--- config.mk ---
export PLATFORM = sky130hd
export DESIGN_NAME = motor_drive_angle_dir_brake_pwm
export DESIGN_NICKNAME = d
export VERILOG_FILES = /design/src/motor_drive_angle_dir_brake_pwm.v
export VERILOG_INCLUDE_DIRS = /design/src
export SDC_FILE = /design/constraint.sdc
export NUM_CORES = 2
export LEC_CHECK = 0
export BUFFER_PORTS_ARGS = -buffer_cell sky130_fd_sc_hd__buf_2
export CAP_MARGIN = 5
export CORE_MARGIN = 2
export CORE_UTILIZATION = 61
export CTS_CLUSTER_SIZE = 20
export DETAILED_ROUTE_END_ITERATION = 6
export PLACE_DENSITY = 0.87
export SLEW_MARGIN = 20
export SYNTH_ARGS = -nofsm -noshare
export SYNTH_HDL_FRONTEND = slang
export SYNTH_SLANG_ARGS = --single-unit
--- constraint.sdc ---
create_clock -name ref_clk_in -period 11.5 [get_ports ref_clk_in]
set_clock_uncertainty 0.15 [all_clocks]
set_input_delay 3.45 -clock ref_clk_in [delete_from_list [all_inputs] [get_ports ref_clk_in]]
set_output_delay 3.45 -clock ref_clk_in [all_outputs]
set_load 0.005 [all_outputs]
--- src/motor_drive_regs.vh ---
// Purpose: Register offsets, field positions, reset values and timing counts for the motor drive.
// Assumes: Core clock of 25 MHz on ref_clk_in.
// Notes:   Definitions only.
`ifndef MOTOR_DRIVE_REGS_VH
`define MOTOR_DRIVE_REGS_VH

// ==========================================================================
// Register offsets
`define DIR_SPEED_CFG_OFS    8'h0E
`define BRAKE_DT_CFG_OFS     8'h12
`define LEAD_ANGLE_CFG_OFS   8'h15
`define CUR_GATE_CFG_OFS     8'h17
`define PWM_CFG_OFS          8'h16
`define CFG_RESET            8'h00

// ==========================================================================
// Field positions
`define DIR_INVERT_BIT       6
`define BRAKE_POLARITY_BIT   4
`define LEAD_CODE_MSB        7
`define LEAD_CODE_LSB        4
`define BAND_WIDTH_MSB       1
`define BAND_WIDTH_LSB       0
`define CUR_LEVEL_BIT        6
`define PWM_FREQ_MSB         4
`define PWM_FREQ_LSB         2

// ==========================================================================
// Timing
`define CLK_HZ               25000000
`define INT_CLK_DIV          2
`define HALF_BAND_NARROW_HZ  50
`define HALF_BAND_WIDE_HZ    100
`define FIXED_LEAD_MAX       4'h8
`define FORCE_STEP_US        10000
`define FORCE_STEP_CYC       (`FORCE_STEP_US * (`CLK_HZ / 1000000))
`define SINE_SWITCH_ZC       8
`define PERIOD_MAX           22'h3FFFFF

`endif

--- src/motor_drive_angle_dir_brake_pwm.v ---
// Purpose: Lead angle, speed bands, commutation mode, direction, brake and PWM period logic.
// Assumes: Configuration writes come from the serial slave on the same clock.
// Notes:   Sine waveform synthesis and gate drive lie outside this block.
`timescale 1ns/1ps
`default_nettype none
`include "motor_drive_regs.vh"

module motor_drive_angle_dir_brake_pwm #(
    parameter integer FORCE_STEP_CYC = `FORCE_STEP_CYC,
    parameter integer SWITCH_ZC      = `SINE_SWITCH_ZC
) (
    input  wire        ref_clk_in,
    input  wire        rst_in,
    input  wire [7:0]  reg_addr_in,
    input  wire [7:0]  reg_wdata_in,
    input  wire        reg_wr_in,
    output reg  [7:0]  reg_rdata_out,
    input  wire        run_in,
    input  wire        direction_pin_in,
    input  wire        brake_pin_in,
    input  wire        bemf_zero_cross_in,
    output reg         current_limit_level_out,
    output reg         amp_gain_x20_out,
    output reg  [3:0]  lead_angle_out,
    output reg  [2:0]  speed_band_out,
    output reg         forced_mode_out,
    output reg         sine_mode_out,
    output reg  [2:0]  commutation_step_out,
    output reg         outputs_off_out,
    output reg         reverse_out,
    output reg         short_brake_out,
    output reg  [1:0]  pwm_div_sel_out,
    output reg  [8:0]  pwm_count_out,
    output reg         pwm_period_start_out
);

    // ======================================================================
    // Configuration registers
    reg [7:0] dir_speed_cfg_reg;
    reg [7:0] brake_dt_cfg_reg;
    reg [7:0] lead_angle_cfg_reg;
    reg [7:0] cur_gate_cfg_reg;
    reg [7:0] pwm_cfg_reg;

    always @(posedge ref_clk_in) begin
        if (rst_in) begin
            dir_speed_cfg_reg  <= `CFG_RESET;
            brake_dt_cfg_reg   <= `CFG_RESET;
            lead_angle_cfg_reg <= `CFG_RESET;
            cur_gate_cfg_reg   <= `CFG_RESET;
            pwm_cfg_reg        <= `CFG_RESET;
            reg_rdata_out      <= 8'h00;
        end else begin
            if (reg_wr_in) begin
                case (reg_addr_in)
                    `DIR_SPEED_CFG_OFS:  dir_speed_cfg_reg  <= reg_wdata_in;
                    `BRAKE_DT_CFG_OFS:   brake_dt_cfg_reg   <= reg_wdata_in;
                    `LEAD_ANGLE_CFG_OFS: lead_angle_cfg_reg <= reg_wdata_in;
                    `CUR_GATE_CFG_OFS:   cur_gate_cfg_reg   <= reg_wdata_in;
                    `PWM_CFG_OFS:        pwm_cfg_reg        <= reg_wdata_in;
                    default:             ;
                endcase
            end
            case (reg_addr_in)
                `DIR_SPEED_CFG_OFS:  reg_rdata_out <= dir_speed_cfg_reg;
                `BRAKE_DT_CFG_OFS:   reg_rdata_out <= brake_dt_cfg_reg;
                `LEAD_ANGLE_CFG_OFS: reg_rdata_out <= lead_angle_cfg_reg;
                `CUR_GATE_CFG_OFS:   reg_rdata_out <= cur_gate_cfg_reg;
                `PWM_CFG_OFS:        reg_rdata_out <= pwm_cfg_reg;
                default:             reg_rdata_out <= 8'h00;
            endcase
        end
    end

    // ======================================================================
    // Pin synchronisers
    reg [1:0] dir_sync_reg;
    reg [1:0] brake_sync_reg;
    reg [1:0] zc_sync_reg;
    reg       zc_last_reg;
    wire      zc_pulse = zc_sync_reg[1] & ~zc_last_reg;

    always @(posedge ref_clk_in) begin
        if (rst_in) begin
            dir_sync_reg   <= 2'b00;
            brake_sync_reg <= 2'b00;
            zc_sync_reg    <= 2'b00;
            zc_last_reg    <= 1'b0;
        end else begin
            dir_sync_reg   <= {dir_sync_reg[0], direction_pin_in};
            brake_sync_reg <= {brake_sync_reg[0], brake_pin_in};
            zc_sync_reg    <= {zc_sync_reg[0], bemf_zero_cross_in};
            zc_last_reg    <= zc_sync_reg[1];
        end
    end

    // ======================================================================
    // Electrical period measurement between rising U zero crossings
    reg  [21:0] period_cnt_reg;
    reg  [21:0] period_reg;
    wire        stalled = (period_cnt_reg == `PERIOD_MAX);

    always @(posedge ref_clk_in) begin
        if (rst_in) begin
            period_cnt_reg <= 22'h000000;
            period_reg     <= `PERIOD_MAX;
        end else if (zc_pulse) begin
            period_cnt_reg <= 22'h000000;
            period_reg     <= period_cnt_reg;
        end else if (!stalled) begin
            period_cnt_reg <= period_cnt_reg + 22'h000001;
        end else begin
            period_reg     <= `PERIOD_MAX;
        end
    end

    // ======================================================================
    // Speed bands: index 0 for lead angle (selectable width), 1 for PWM (wide)
    wire [2:0] band_w [0:1];
    genvar g;
    generate
        for (g = 0; g < 2; g = g + 1) begin : gen_band
            reg  [2:0]  band_reg;
            wire        wide   = (g == 1) || (lead_angle_cfg_reg[`BAND_WIDTH_MSB:`BAND_WIDTH_LSB]
                                              != 2'b00);
            wire [32:0] half   = wide ? 33'd`HALF_BAND_WIDE_HZ : 33'd`HALF_BAND_NARROW_HZ;
            wire [32:0] up_thr = {29'd0, band_reg + 3'd1, 1'b0} * half;
            wire [32:0] dn_thr = ({29'd0, band_reg, 1'b0} - 33'd1) * half;
            wire [32:0] p_ext  = {11'd0, period_reg};
            always @(posedge ref_clk_in) begin
                if (rst_in || stalled) begin
                    band_reg <= 3'd0;
                end else if (zc_pulse) begin
                    if (band_reg != 3'd5 && p_ext * up_thr < 33'd`CLK_HZ) begin
                        band_reg <= band_reg + 3'd1;
                    end else if (band_reg != 3'd0 && p_ext * dn_thr >= 33'd`CLK_HZ) begin
                        band_reg <= band_reg - 3'd1;
                    end
                end
            end
            assign band_w[g] = band_reg;
        end
    endgenerate

    // ======================================================================
    // Lead angle in steps of 3.75 degrees
    function [3:0] banded_lead;
        input [3:0] code;
        input [2:0] band;
        reg   [23:0] row;
        begin
            case (code)
                4'h9:    row = 24'h654442;
                4'hA:    row = 24'h654422;
                4'hB:    row = 24'h543210;
                4'hC:    row = 24'h654321;
                4'hD:    row = 24'h765432;
                4'hE:    row = 24'h876543;
                default: row = 24'h887531;
            endcase
            banded_lead = row[band * 4 +: 4];
        end
    endfunction

    function [1:0] banded_pwm;
        input [1:0] code;
        input [2:0] band;
        reg   [11:0] row;
        begin
            case (code)
                2'd0:    row = 12'hEA5;
                2'd1:    row = 12'hAA4;
                2'd2:    row = 12'hA50;
                default: row = 12'hFA4;
            endcase
            banded_pwm = row[band * 2 +: 2];
        end
    endfunction

    wire [3:0] lead_code = lead_angle_cfg_reg[`LEAD_CODE_MSB:`LEAD_CODE_LSB];
    wire [2:0] pwm_code  = pwm_cfg_reg[`PWM_FREQ_MSB:`PWM_FREQ_LSB];
    wire [1:0] div_next  = pwm_code[2] ? banded_pwm(pwm_code[1:0], band_w[1])
                                       : pwm_code[1:0];

    // ======================================================================
    // Internal clock tick and PWM period counter
    reg        int_tick_reg;
    wire [8:0] period_last = 9'h1FF >> pwm_div_sel_out;

    always @(posedge ref_clk_in) begin
        if (rst_in) begin
            int_tick_reg         <= 1'b0;
            pwm_count_out        <= 9'h000;
            pwm_div_sel_out      <= 2'b00;
            pwm_period_start_out <= 1'b0;
            reverse_out          <= 1'b0;
            short_brake_out      <= 1'b0;
        end else begin
            int_tick_reg         <= ~int_tick_reg;
            pwm_period_start_out <= 1'b0;
            if (int_tick_reg) begin
                if (pwm_count_out >= period_last) begin
                    pwm_count_out        <= 9'h000;
                    pwm_period_start_out <= 1'b1;
                    pwm_div_sel_out      <= div_next;
                    reverse_out          <= dir_sync_reg[1] ^
                                            dir_speed_cfg_reg[`DIR_INVERT_BIT];
                    short_brake_out      <= brake_sync_reg[1] ^
                                            brake_dt_cfg_reg[`BRAKE_POLARITY_BIT];
                end else begin
                    pwm_count_out <= pwm_count_out + 9'h001;
                end
            end
        end
    end

    // ======================================================================
    // Commutation sequence
    localparam [2:0] ST_IDLE   = 3'b001;
    localparam [2:0] ST_FORCED = 3'b010;
    localparam [2:0] ST_SINE   = 3'b100;

    reg [2:0]  state_reg;
    reg [31:0] step_cnt_reg;
    reg [3:0]  zc_count_reg;
    wire [21:0] blank_start = period_reg - (period_reg >> 3);

    always @(posedge ref_clk_in) begin
        if (rst_in) begin
            state_reg            <= ST_IDLE;
            step_cnt_reg         <= 32'd0;
            zc_count_reg         <= 4'd0;
            commutation_step_out <= 3'd0;
            outputs_off_out      <= 1'b1;
        end else begin
            case (state_reg)
                ST_IDLE: begin
                    outputs_off_out <= 1'b1;
                    zc_count_reg    <= 4'd0;
                    step_cnt_reg    <= 32'd0;
                    if (run_in && !short_brake_out) begin
                        state_reg <= ST_FORCED;
                    end
                end
                ST_FORCED: begin
                    outputs_off_out <= 1'b0;
                    if (step_cnt_reg >= FORCE_STEP_CYC - 1) begin
                        step_cnt_reg         <= 32'd0;
                        commutation_step_out <= (commutation_step_out == 3'd5) ? 3'd0 :
                                                commutation_step_out + 3'd1;
                    end else begin
                        step_cnt_reg <= step_cnt_reg + 32'd1;
                    end
                    if (zc_pulse) begin
                        zc_count_reg <= zc_count_reg + 4'd1;
                    end
                    if (!run_in || short_brake_out) begin
                        state_reg <= ST_IDLE;
                    end else if (zc_count_reg >= SWITCH_ZC) begin
                        state_reg <= ST_SINE;
                    end
                end
                ST_SINE: begin
                    // Blanking opens in the last eighth of the previous period.
                    outputs_off_out <= !zc_pulse && period_cnt_reg >= blank_start;
                    if (!run_in || short_brake_out || stalled) begin
                        state_reg <= ST_IDLE;
                    end
                end
                default: state_reg <= ST_IDLE;
            endcase
        end
    end

    // ======================================================================
    // Registered status outputs
    always @(posedge ref_clk_in) begin
        if (rst_in) begin
            current_limit_level_out <= 1'b0;
            amp_gain_x20_out        <= 1'b0;
            lead_angle_out          <= 4'h0;
            speed_band_out          <= 3'd0;
            forced_mode_out         <= 1'b0;
            sine_mode_out           <= 1'b0;
        end else begin
            current_limit_level_out <= cur_gate_cfg_reg[`CUR_LEVEL_BIT];
            amp_gain_x20_out        <= cur_gate_cfg_reg[`CUR_LEVEL_BIT];
            lead_angle_out          <= (lead_code <= `FIXED_LEAD_MAX) ? lead_code :
                                       banded_lead(lead_code, band_w[0]);
            speed_band_out          <= band_w[0];
            forced_mode_out         <= (state_reg == ST_FORCED);
            sine_mode_out           <= (state_reg == ST_SINE);
        end
    end

endmodule // motor_drive_angle_dir_brake_pwm
`default_nettype wire

[Word-level counts from Yosys, hierarchy flattened]
Cells that the tools add are included.
Cells by class
  add/subtract/negate cells: 12
  multipliers: 8
  $lt $le $gt $ge: 9
  eq/ne operators: 24
  shifts and indexed selects: 3
  muxes and demuxes: 26
  bitwise operators: 5
  reduce and logical (&&, ||, !) cells: 34
Operators by type and width (count)
  24-bit case mux with 6 select lines: 1
  33-bit by 25-bit greater-or-equal comparator with 1-bit output, second input constant: 2
  33-bit by 25-bit less-than comparator with 1-bit output, second input constant: 2
  32-bit case mux with 2 select lines: 1
  22-bit 2-to-1 mux: 2
  8-bit case mux with 5 select lines: 1
  23-bit by 13-bit multiplier with 33-bit output: 1
  33-bit by 5-bit multiplier with 31-bit output, second input constant: 1
  11-bit case mux with 3 select lines: 1
  32-bit by 1-bit adder with 32-bit output, second input constant: 1
  8-bit by 5-bit == test with 1-bit output, second input constant: 4
  32-bit by 18-bit greater-or-equal comparator with 1-bit output, second input constant: 1
  22-bit by 10-bit multiplier with 32-bit output: 1
  32-bit 2-to-1 mux: 1
  22-bit by 31-bit multiplier with 31-bit output: 1
  22-bit by 8-bit multiplier with 30-bit output: 1
  3-bit 2-to-1 mux: 9
  4-bit == test, second input constant: 6
  24-bit 2-to-1 mux: 1
  24-bit by 6-bit indexed part select with 4-bit output: 1
  22-bit by 1-bit adder with 22-bit output, second input constant: 1
  22-bit == test, second input constant: 1
  22-bit greater-or-equal comparator: 1
  22-bit by 19-bit subtractor with 22-bit output: 1
  41 further kinds: 78
Storage, ports and cells
  register bits: 173
  input bits: 23

[Depth between registers and ports, before layout]
  depth after elaboration: 8
  gate-level depth with buffers: 46

[Least setup slack after synthesis]
Ideal clock, no wire load.
  path kind: register -> register
  start point: register gen_band[1].band_reg[0]
  end point: register gen_band[1].band_reg[1]
  arrival: 11.256 ns
  path slack: -0.021 ns
  cell stages (with the launch flop): 44
  clock period less this slack: 11.521 ns
  cell sequence: dfxtp_1 -> clkbuf_1 -> inv_1 -> clkbuf_1 -> ha_1 -> xnor2_1 -> clkinv_1 -> ha_1 -> inv_1 -> fa_1 -> fa_1 -> inv_1 -> ha_1 -> o21ai_0 -> a21boi_0 -> o21a_1 -> nand2_1 -> ha_1 -> [8 not listed] -> inv_1 -> fa_1 -> inv_1 -> fa_1 -> fa_1 -> ha_1 -> o21a_1 -> o21ai_0 -> o21bai_1 -> a211oi_1 -> o31ai_1 -> o21bai_1 -> xnor2_1 -> o2111ai_1 -> or4_4 -> a22oi_2 -> mux2i_1 -> nor2_1
On the way
  longest elaborated chain between the ends: 7
  elaborated cells on any way between the ends: 17
  those cells by class: add/sub: 3; mul: 4; order compare: 2; eq/ne: 1; mux: 2; reduce/logical: 5
Ends and longest elaborated chain
  from (decl): line motor_drive_angle_dir_brake_pwm.v:123  | reg [2:0] band_reg;
  from (signal assigned): line motor_drive_angle_dir_brake_pwm.v:135  | band_reg <= band_reg + 3'd1;
  from (signal assigned): line motor_drive_angle_dir_brake_pwm.v:137  | band_reg <= band_reg - 3'd1;
  4-bit by 1-bit subtractor with 5-bit output or 3-bit by 1-bit adder with 3-bit output (tied branches): line motor_drive_angle_dir_brake_pwm.v:128, motor_drive_angle_dir_brake_pwm.v:127, motor_drive_angle_dir_brake_pwm.v:135
  33-bit by 5-bit multiplier with 31-bit output or 3-bit by 5-bit multiplier with 8-bit output (tied branches): line motor_drive_angle_dir_brake_pwm.v:128, motor_drive_angle_dir_brake_pwm.v:127
  22-bit by 31-bit multiplier with 31-bit output or 22-bit by 8-bit multiplier with 30-bit output (tied branches): line motor_drive_angle_dir_brake_pwm.v:136, motor_drive_angle_dir_brake_pwm.v:134
  33-bit by 25-bit greater-or-equal comparator with 1-bit output (no source line) or 33-bit by 25-bit less-than comparator with 1-bit output (tied branches)
  1-bit logical AND (no source line)
  2-bit nonzero test (no source line)
  2-bit AND reduction (no source line)
Parallel ways exist; a longest one is shown, timed or not. The select of a mux whose other input is x is not followed.
A chain may end at the register's enable or synchronous reset.

[Worst setup path after layout]
Ends and elaborated chain as after synthesis.

==> run metrics <==
reg2reg setup slack 0.37 ns; Iteration-0 DRC Markers 2777; number of flops mapped to enable cells by yosys 0; Synth top area share 0.378; Req. time, crit path 11.68 ns; Avg Synthesized Cell Area 8.51 um2; commonest cells in the netlist inv_1 (949), fa_1 (826), nand2_1 (722), ha_1 (419), nor2_1 (292); Post-Route WL about 110 mm; total CTS buffers 17; H-Tree Depth 4; clk root buf clkbuf_16; Post-Route M1 WL slightly above 40 mm; DR WL met2 roughly 52 mm; ys async rst share 0; Synthesis Warnings 0; share of layout cells above drive strength 1 0.0533; top sig layer met5; CP dominant cell by count fa_1; Mapped Cells just over 5000; CTS max path bufs 2; period utilization 0.968; Clock Pin Slew Worst Setup and Hold Paths around 0.080 ns; fillers about 5300; nets between 6000 and 7000; register bit total from synthesis 173; Area growth, synth to finish 4.30%; prevailing post-synth register cell dfxtp_1; MaxCap Viol Count 0; Die W 272 um; vias per cell a little under 6; Finish-stage setup viols 0; Starting Density 0.614; max reg flops 32; nature of the critical path startpoint flip-flop; CP Class flip-flop to flip-flop; Reg area around 0.0035 mm2; main area contributors after synthesis fa_1 (38%), ha_1 (12%), inv_1 (8.1%), dfxtp_1 (7.9%), nand2_1 (6.2%); placed insts just under 6000; CTS tree done; vias in the first global route roughly 38000; fmax between 80 and 90 MHz; Setup TNS 0 ns; post-route antenna net violation count 0; FP Rows 98; Data arrival, critical path approximately 11 ns; pin count of the biggest net entering global routing 86; syn_nets 6409; Chip Height around 270 um; synth unique cells 94; DP Wirelength approximately 85 mm; worst-path fanout max 17; final slew viol count 0; Die Area ~0.074 mm2; CP peak stage delay about 0.57 ns; Synth Cell Area roughly 0.044 mm2; slowest cell on the critical path or4_4; n_diodes 0; DRC viols 0; clk_lat worst skew roughly 0.44 ns; vias between 30000 and 40000; first-pass GRT wire length roughly 180 mm; GP Congestion 0.915; area taken by multi-input logic gates 0.0359 mm2; wire per inst 18.2 um; sequential-to-total area share from yosys stat 0.0792; gr usage total 0.301; count leader, synth inv_1; CP endpoint kind flip-flop; gr ovfl total 0; Hold Path Class flip-flop to flip-flop; post-route minimum period 11.13 ns; Final Hold Viols 0; most area-hungry cell type in the Yosys netlist fa_1; IO Pins 60; Pre-Repair DR Iteration Count 6; outcome finished clean; slew margin rel. 0.265; fin cells approximately 6000; clock sink count ~170; Core Box Area 0.0712 mm2; Worst Max-Slew Pin Slew roughly 1.1 ns; initial antenna violation count 2; I/O Buffers 59; metal3 WL about 11 mm; Fin Hold WS about 0.30 ns
## what timing repair did
action / CTS / global route
gates resized for setup: 2 / 29
buffers inserted: 0 / 5
endpoints found under the setup margin: 3 / 6
pin swaps: 0 / 5
hold buffers: 0 / 0
## logic make-up after synthesis
logic type               synth area share
AND/OR/NAND/NOR                     0.185
adder cells (fa/ha/maj)             0.498
buffers and inverters               0.105
AO/OA/AOI/OAI                      0.0886
flip-flops                         0.0792
XOR/XNOR                           0.0328
multiplexers                       0.0116
## per-stage QoR
stage          area [um2]  setup WS [ns]  utilization
6_report            45600          0.367        0.640
5_1_grt             45600         -0.115        0.640
4_1_cts             45400          0.139        0.638
3_5_place_dp        44800        -0.0570        0.629
3_3_place_gp        44800          0.201        0.629
2_1_floorplan       43700         0.0567            -
## per-layer routing
layer,vias to the layer above,global-route usage
li1,15700,-
met2,1879,0.508
met1,17400,0.375
met4,4,0.131
met5,-,0
met3,458,0.0625
## final timing paths
path                                         startpoint                      end  cells past startpoint
worst min register to register        brake_sync_reg[0]        brake_sync_reg[1]                      1
worst max-delay path            gen_band[1].band_reg[0]  gen_band[1].band_reg[1]                     38
worst max register to register  gen_band[1].band_reg[0]  gen_band[1].band_reg[1]                     38
worst min-delay path                  brake_sync_reg[0]        brake_sync_reg[1]                      1
## critical path: cells and delay by family (launching register included)
family                     cells  cell delay [ns]
AOI/OAI and AO/OA             10             2.25
adders and majority gates     12             5.79
DFF                            1             0.32
and+or+nand+nor                7             1.27
buffers and inverters          8             1.01
muxes                          1             0.21
## layout make-up
type / count / share of cell area
timing repair buffer: 131 / 0.0185
clock buffer: 17 / 0.00933
clock inverter: 15 / 0.00431
inverter: 955 / 0.0786
multi-input combinational: 3757 / 0.787
sequential: 173 / 0.0764
tap: 950 / 0.0261
## layout by cell type, fill, tap and decap left out, types with 9 or more instances in the layout
cell / Yosys / routed
nand2b_1: 149 / 149
o22ai_1: 12 / 12
inv_1: 949 / 948
fa_1: 826 / 826
buf_4: 1 / 72
o21bai_1: 33 / 33
nor4_1: 14 / 14
a21o_1: 49 / 49
dfxtp_1: 173 / 157
ha_1: 419 / 413
o21ai_0: 127 / 124
nor3b_1: 20 / 20
o211a_1: 9 / 9
or3_1: 14 / 14
nor3_1: 69 / 68
mux2i_1: 44 / 43
or2_2: 21 / 21
a31oi_1: 24 / 24
o21a_1: 21 / 21
dfxtp_2: 0 / 16
buf_2: 3 / 58
nor2b_1: 40 / 39
a211oi_1: 20 / 18
nor2_1: 292 / 289
clkbuf_16: 0 / 17
xnor2_1: 102 / 96
nand4_1: 20 / 20
a221oi_1: 14 / 14
a21oi_1: 163 / 160
and3_1: 27 / 27
o211ai_1: 14 / 14
nand3_1: 65 / 65
nand2_1: 722 / 722
and2_1: 218 / 218
xor2_1: 55 / 54
Power is left out: the tool's default activity adds up to more than one toggle a clock period on the data nets, which glitch-free logic cannot reach.
